**config.mk**
```make
export PLATFORM = sky130hd
export DESIGN_NAME = acr_regs
export DESIGN_NICKNAME = d
export VERILOG_FILES = /design/src/design/acr_pkg.sv /design/src/design/acr_regs.sv
export SDC_FILE = /design/constraint.sdc
export NUM_CORES = 1
export LEC_CHECK = 0
export ABC_AREA = 1
export BUFFER_PORTS_ARGS = -buffer_cell sky130_fd_sc_hd__buf_4
export CAP_MARGIN = 20
export CORE_ASPECT_RATIO = 1.25
export CORE_MARGIN = 2
export CORE_UTILIZATION = 45
export CTS_BUF_LIST = sky130_fd_sc_hd__clkbuf_4
export CTS_CLUSTER_SIZE = 10
export DETAILED_ROUTE_END_ITERATION = 16
export PLACE_DENSITY_LB_ADDON = 0.25
export SLEW_MARGIN = 20
export SYNTH_ARGS = -nofsm -noshare
export SYNTH_HDL_FRONTEND = slang
export SYNTH_SLANG_ARGS = --single-unit
```
**constraint.sdc**
```tcl
create_clock -name clk -period 1.8 [get_ports clk]
set_clock_uncertainty 0.2 [all_clocks]
set_input_delay 0.09 -clock clk [delete_from_list [all_inputs] [get_ports clk]]
set_output_delay 0.09 -clock clk [all_outputs]
set_load 0.01 [all_outputs]
```
**src/design/acr_pkg.sv**
```systemverilog
package acr_pkg;

   // ==========================================================
   // Register offsets
   localparam logic [7:0] ACR_OFS_INPUT_CONFIG = 8'h41;
   localparam logic [7:0] ACR_OFS_GAIN         = 8'h42;
   localparam logic [7:0] ACR_OFS_DIG_VOLUME   = 8'h43;
   localparam logic [7:0] ACR_OFS_GAIN_CAL     = 8'h44;

   // ==========================================================
   // Reset values
   localparam logic [7:0] ACR_RST_INPUT_CONFIG = 8'h00;
   localparam logic [7:0] ACR_RST_GAIN         = 8'h00;
   localparam logic [7:0] ACR_RST_DIG_VOLUME   = 8'hC9;
   localparam logic [7:0] ACR_RST_GAIN_CAL     = 8'h80;

   // ==========================================================
   // Field positions and masks
   localparam int         ACR_IMP_LSB       = 2;
   localparam int         ACR_AGC_EN_BIT    = 0;
   localparam int         ACR_POL_BIT       = 0;
   localparam int         ACR_LEVEL_LSB     = 1;
   localparam int         ACR_TRIM_LSB      = 4;
   localparam int         ACR_GLOBAL_AGC_BIT = 3;
   // Writable bits per register; zeros are reserved
   localparam logic [7:0] ACR_MASK_INPUT_CONFIG = 8'hFD;
   localparam logic [7:0] ACR_MASK_GAIN_CAL     = 8'hF0;

   // ==========================================================
   // Field codes
   localparam logic [1:0] ACR_IMP_2K5      = 2'h0;
   localparam logic [1:0] ACR_IMP_RESERVED = 2'h3;
   localparam logic [6:0] ACR_LEVEL_MAX    = 7'h54;
   localparam logic [7:0] ACR_NEG_FLOOR    = 8'h16;
   localparam logic [8:0] ACR_VOL_ZERO_DB  = 9'h0C9;
   localparam logic [4:0] ACR_TRIM_ZERO_DB = 5'h08;
   localparam logic [7:0] ACR_VOL_MUTE     = 8'h00;

   // ==========================================================
   // Carriers
   typedef struct packed {
      logic       wr;
      logic       rd;
      logic [7:0] addr;
      logic [7:0] wdata;
   } acr_req_t;

   typedef struct packed {
      logic [1:0]        impedance;
      logic              auto_level_active;
      logic signed [7:0] analog_half_db;
      logic              digital_mute;
      logic signed [8:0] digital_half_db;
      logic signed [4:0] trim_tenth_db;
      logic              setting_fault;
   } acr_cfg_t;

endpackage

```
**src/design/acr_regs.sv**
```systemverilog
`timescale 1ns/1ps
`default_nettype none

// Behaviour
// Bits 3:2 at 0x41 select 2.5, 10 or 20 kilohm input; code 3 reserved.
// Bit 1 at 0x41 is reserved, reads zero; host writes zero only.
// Bit 0 at 0x41 enables channel AGC, qualified by bit 3 of register 108.
// Bits 7:1 at 0x42 give gain, 0.5 dB steps, 0 to 42 dB.
// Host must not program gain codes 85 to 127.
// Bit 0 at 0x42 sets gain sign; negative gain floors at -11 dB.
// Host sets negative sign only with 10 or 20 kilohm impedance.
// Register 0x43 is 8-bit digital volume; code zero mutes output.
// Volume codes step 0.5 dB: 1 is -100, 201 is 0, 255 is +27.
// Bits 7:4 at 0x44 trim gain 0.1 dB per step, 8 is 0 dB.
// Bits 3:0 at 0x44 are reserved, read zero; host writes zeros.
// Register 0x41 holds impedance, reserved bit, AGC enable; resets zero.
// Writes to reserved bits never change them; they always read zero.
module acr_regs
   import acr_pkg::*;
(
   input  wire logic       clk,             // Control clock
   input  wire logic       rst,             // Async reset, active high
   input  wire acr_req_t   req,             // Register access, same clock
   input  wire logic [7:0] auto_level_settings_reg, // Register 108 value
   output var  logic [7:0] rdata,           // Read data, one cycle later
   output var  logic       rvalid,          // Read data valid pulse
   output var  acr_cfg_t   cfg              // Decoded channel settings
);

   // ==========================================================
   // State
   typedef struct packed {
      logic [7:0] channel2_input_config;
      logic [7:0] channel2_gain;
      logic [7:0] channel2_digital_volume;
      logic [7:0] channel2_gain_calibration;
      logic [7:0] rdata;
      logic       rvalid;
      acr_cfg_t   cfg;
   } acr_state_t;

   acr_state_t st_r;
   acr_state_t st_nxt;

   logic [1:0]        imp_sel;
   logic [6:0]        level_code;
   logic              polarity;
   logic [7:0]        level_mag;
   logic [7:0]        vol_code;

   always_comb begin
      st_nxt        = st_r;
      st_nxt.rvalid = 1'b0;

      // ==========================================================
      // Writes; reserved positions masked off
      if (req.wr) begin
         if (req.addr == ACR_OFS_INPUT_CONFIG) begin
            st_nxt.channel2_input_config =
               req.wdata & ACR_MASK_INPUT_CONFIG;
         end else if (req.addr == ACR_OFS_GAIN) begin
            st_nxt.channel2_gain = req.wdata;
         end else if (req.addr == ACR_OFS_DIG_VOLUME) begin
            st_nxt.channel2_digital_volume = req.wdata;
         end else if (req.addr == ACR_OFS_GAIN_CAL) begin
            st_nxt.channel2_gain_calibration =
               req.wdata & ACR_MASK_GAIN_CAL;
         end
      end

      // ==========================================================
      // Reads; unmapped offsets return zero
      if (req.rd) begin
         st_nxt.rvalid = 1'b1;
         if (req.addr == ACR_OFS_INPUT_CONFIG) begin
            st_nxt.rdata = st_r.channel2_input_config;
         end else if (req.addr == ACR_OFS_GAIN) begin
            st_nxt.rdata = st_r.channel2_gain;
         end else if (req.addr == ACR_OFS_DIG_VOLUME) begin
            st_nxt.rdata = st_r.channel2_digital_volume;
         end else if (req.addr == ACR_OFS_GAIN_CAL) begin
            st_nxt.rdata = st_r.channel2_gain_calibration;
         end else begin
            st_nxt.rdata = 8'h00;
         end
      end

      // ==========================================================
      // Decode from the updated register copy so settings follow
      // a write by one cycle
      imp_sel    = st_nxt.channel2_input_config[ACR_IMP_LSB +: 2];
      level_code = st_nxt.channel2_gain[ACR_LEVEL_LSB +: 7];
      polarity   = st_nxt.channel2_gain[ACR_POL_BIT];
      vol_code   = st_nxt.channel2_digital_volume;

      st_nxt.cfg.impedance = imp_sel;
      st_nxt.cfg.auto_level_active =
         st_nxt.channel2_input_config[ACR_AGC_EN_BIT] &
         auto_level_settings_reg[ACR_GLOBAL_AGC_BIT];

      level_mag = {1'b0, level_code};
      if (polarity) begin
         // Negative side cannot go below -11 dB
         if (level_mag > ACR_NEG_FLOOR) begin
            level_mag = ACR_NEG_FLOOR;
         end
         st_nxt.cfg.analog_half_db = -$signed(level_mag);
      end else begin
         st_nxt.cfg.analog_half_db = $signed(level_mag);
      end

      st_nxt.cfg.digital_mute = (vol_code == ACR_VOL_MUTE);
      st_nxt.cfg.digital_half_db =
         $signed({1'b0, vol_code} - ACR_VOL_ZERO_DB);
      st_nxt.cfg.trim_tenth_db = $signed(
         {1'b0, st_nxt.channel2_gain_calibration[ACR_TRIM_LSB +: 4]}
         - ACR_TRIM_ZERO_DB);

      // Host misuse is only flagged; the codes are still passed on
      st_nxt.cfg.setting_fault =
         (level_code > ACR_LEVEL_MAX) |
         (polarity & (imp_sel == ACR_IMP_2K5)) |
         (imp_sel == ACR_IMP_RESERVED);
   end

   always_ff @(posedge clk or posedge rst) begin
      if (rst) begin
         st_r                           <= '0;
         st_r.channel2_input_config     <= ACR_RST_INPUT_CONFIG;
         st_r.channel2_gain             <= ACR_RST_GAIN;
         st_r.channel2_digital_volume   <= ACR_RST_DIG_VOLUME;
         st_r.channel2_gain_calibration <= ACR_RST_GAIN_CAL;
         st_r.cfg.digital_mute          <= 1'b0;
      end else begin
         st_r <= st_nxt;
      end
   end

   assign rdata  = st_r.rdata;
   assign rvalid = st_r.rvalid;
   assign cfg    = st_r.cfg;

endmodule

`default_nettype wire

```
==> flow_summary.json <==
{
  "syn_nets": 371,
  "outcome": "finished, violations left",
  "setup-violations-final": 3,
  "crit_chain": "inv_2 -> nand2_2 -> nand2_2 -> nand2_2 -> nor2_4 -> nand2_4 -> a21oi_2 -> ha_4 -> inv_2 -> nor2_2 -> nand3_2 -> nand2_2 -> o21ai_1",
  "finalInstanceArea_mm2": 0.00408,
  "cts_made_buffers": 9,
  "initial_utilization_pct": 47.1,
  "cp.required_ns": 1.89,
  "seqPwrFrac_pct": 52.4,
  "cp_common_cell": "nand2_2",
  "grt_pass1_wl_um": 11900,
  "p_clk_share_pct": 29.0,
  "syn-mean-instance-area_um2": 8.62,
  "layout_min_cycle_time_ns": 1.89,
  "swShare_pct": 28.8,
  "io_buffer_count": 56,
  "holdWs_ns": 0.0434,
  "yosysUniqueCellTypes": 39,
  "antenna_found_initial": 0,
  "power_leakage_nw": 2.07,
  "drv_slew": 0,
  "grt_setup_unrepaired": "true",
  "fin_util_pct": 65.3,
  "ir_worst_vdd_v": 0.000457,
  "vias": 2552,
  "syn_to_final_growth_pct": 38.9,
  "fin_cells": 535,
  "clk_pin_slew_ns": 0.10,
  "die-width_um": 76.3,
  "ctsLongestPathBuffers": 2,
  "comb_power_share_pct": 18.5,
  "cts_tree": "yes",
  "critPathMaxStageDelay_ns": 0.38,
  "endpoint_kind": "flop",
  "place_inst": 496,
  "fillers": 545,
  "clkSinkCount": 57,
  "hold_viol": 0,
  "placed_area_mm2": 0.00368,
  "drc": 0,
  "antennaDiodeCount": 0,
  "drive_above_1_share_pct": 43.3,
  "num_rows": 32,
  "wl_per_cell_um": 13.5,
  "dieArea_mm2": 0.00720,
  "yosysWarnings": 0,
  "crit_type": "flop to flop",
  "p_per_area_mw_per_mm2": 650,
  "dp_slack_ns": -0.275,
  "cap_violations": 0,
  "synth_seq_cells": 57,
  "tightest_slew_ns": 0.560,
  "die_h_um": 94.4,
  "grt_pass1_vias": 2603,
  "viasPerCell": 4.77,
  "fmax_mhz": 530,
  "worstPathMaxFanout": 3,
  "finalWirelength_um": 7210,
  "hpwl_um": 5270,
  "max-slew-margin-rel_pct": 62.6,
  "drtIter0Drc": 121,
  "crit_arrival_ns": 1.98,
  "nNetsFinal": 475,
  "syn_area_mm2": 0.00294,
  "critPathLaunchType": "flop",
  "cts-root-buf": "clkbuf_4",
  "routabilityCongestion": 0.891,
  "track_usage_pct": 21.5,
  "core_area_mm2": 0.00625,
  "ios": 64,
  "slowest_stage": "dfrtp_1",
  "violations": "negative setup slack",
  "netlist_instances": 341,
  "hp-class": "primary input to flop",
  "drt_pre_antenna_iters": 4,
  "layout_setup_ws_ns": -0.0884,
  "seq_area_frac_synth_pct": 48.7,
  "netSwitchingPower_mw": 0.765,
  "clock_latency_ns": 0.40,
  "gr-total-overflow": 0,
  "total_power_mw": 2.65,
  "detail-route-antenna-nets": 0,
  "internal_power_mw": 1.89,
  "finalSetupTns_ns": -0.185,
  "h-tree-depth": 3,
  "min_period_over_period_pct": 105,
  "grt_max_degree": 25
}
cell families after synthesis:
family                   count (synthesis)  share of synthesized area (%)
XOR/XNOR                                 5                           1.49
flip-flops                              57                           48.7
AO/OA/AOI/OAI                           39                           9.11
AND/OR/NAND/NOR                        147                           23.4
buffers and inverters                   91                           16.4
adder cells (fa/ha/maj)                  2                          0.851
area by class of cell:
| class | count | area (µm²) | area share, % |
|---|---|---|---|
| sequential | 57 | 1430 | 35.1 |
| clock buffer | 10 | 75.1 | 1.84 |
| inverter | 51 | 224 | 5.49 |
| multi-input combinational | 193 | 1140 | 27.9 |
| tap | 85 | 106 | 2.61 |
| clock inverter | 6 | 35.0 | 0.858 |
| timing repair buffer | 133 | 1070 | 26.2 |
repair_timing:
action,CTS,global route
pin swaps,9,16
endpoints found under the setup margin,4,6
hold endpoints to repair,100,0
hold buffers,15,0
gates resized for setup,1,22
setup buffers,3,5
Yosys cell counts (all sizes together):
library cell / n / share of area [%]
clkbuf: 2 / 0.26
dfrtp: 52 / 44
a311oi: 2 / 0.60
a22oi: 3 / 0.77
clkinv: 1 / 0.17
a31oi: 2 / 0.43
nor2: 24 / 4.0
ha: 2 / 0.85
nand3: 27 / 5.2
xnor2: 1 / 0.30
nand4: 6 / 1.3
nor4: 2 / 0.43
or2: 1 / 0.21
xor2: 4 / 1.2
nor3: 1 / 0.34
buf: 38 / 9.6
o21a: 1 / 0.26
a41oi: 2 / 0.60
dfstp: 5 / 4.5
a21oi: 2 / 0.34
nand2: 85 / 12
inv: 50 / 6.4
o221ai: 2 / 0.60
o21ai: 25 / 5.5
nand3b: 1 / 0.26
cell usage in the layout (no fill, tap or decap), drive strengths merged, types with 2 or more instances in the layout:
cell / netlist / routed
nor2: 24 / 24
clkinvlp: 0 / 2
nand2: 85 / 85
o221ai: 2 / 2
a22oi: 3 / 3
a41oi: 2 / 2
buf: 38 / 118
ha: 2 / 2
dlygate4sd3: 0 / 14
nand4: 6 / 6
nor4: 2 / 2
clkbuf: 2 / 10
nand3: 27 / 27
dfstp: 5 / 5
inv: 50 / 50
o21ai: 25 / 25
xor2: 4 / 4
a311oi: 2 / 2
clkinv: 1 / 5
a31oi: 2 / 2
a21oi: 2 / 2
dfrtp: 52 / 52
state kept, by name, summed over array words and instances, names as in the netlist:
register	count
cfg	25
st_r	23
rdata	8
rvalid	1
per-layer routing:
metal / vias to the layer above / GRT usage, % / part of all wire, %
met5: - / 0 / 0
met4: 0 / 13.8 / 2.7
met3: 14 / 3.63 / 3.4
met2: 56 / 40.6 / 55
met1: 1225 / 22.0 / 38
li1: 1257 / - / -
power by group through the flow:
stage | registers (mW) | logic [mW] | clock network [mW]
finish | 1.39 | 0.492 | 0.770
global route | 1.40 | 0.540 | 0.846
CTS | 1.39 | 0.474 | 0.801
detailed placement | 1.41 | 0.444 | 0
global placement | 1.41 | 0.434 | 0
floorplan | 1.40 | 0.275 | 0
path summary, 6_finish.rpt:
| path | startpoint | slack (ns) | endpoint | cells after the start |
|---|---|---|---|---|
| worst max-delay path | st_r[59] | -0.09 | cfg[22] | 13 |
| worst min-delay path | req[11] | 0.04 | rdata[7] | 7 |
| worst max register to register | st_r[59] | -0.09 | cfg[22] | 13 |
| worst min register to register | rdata[1] | 0.30 | rdata[1] | 2 |
| max in group asynchronous | rst | 0.75 | cfg[10] | 4 |
| min in group asynchronous | rst | 0.10 | st_r[45] | 3 |
worst max-delay path: cells and delay by family (launching register included):
family / cells / cell delay, ns
fa+ha+maj: 1 / 0.16
compound gates: 2 / 0.24
buf+inv: 2 / 0.11
simple gates: 8 / 0.69
flops: 1 / 0.38
(Power assumes the default switching activity.)
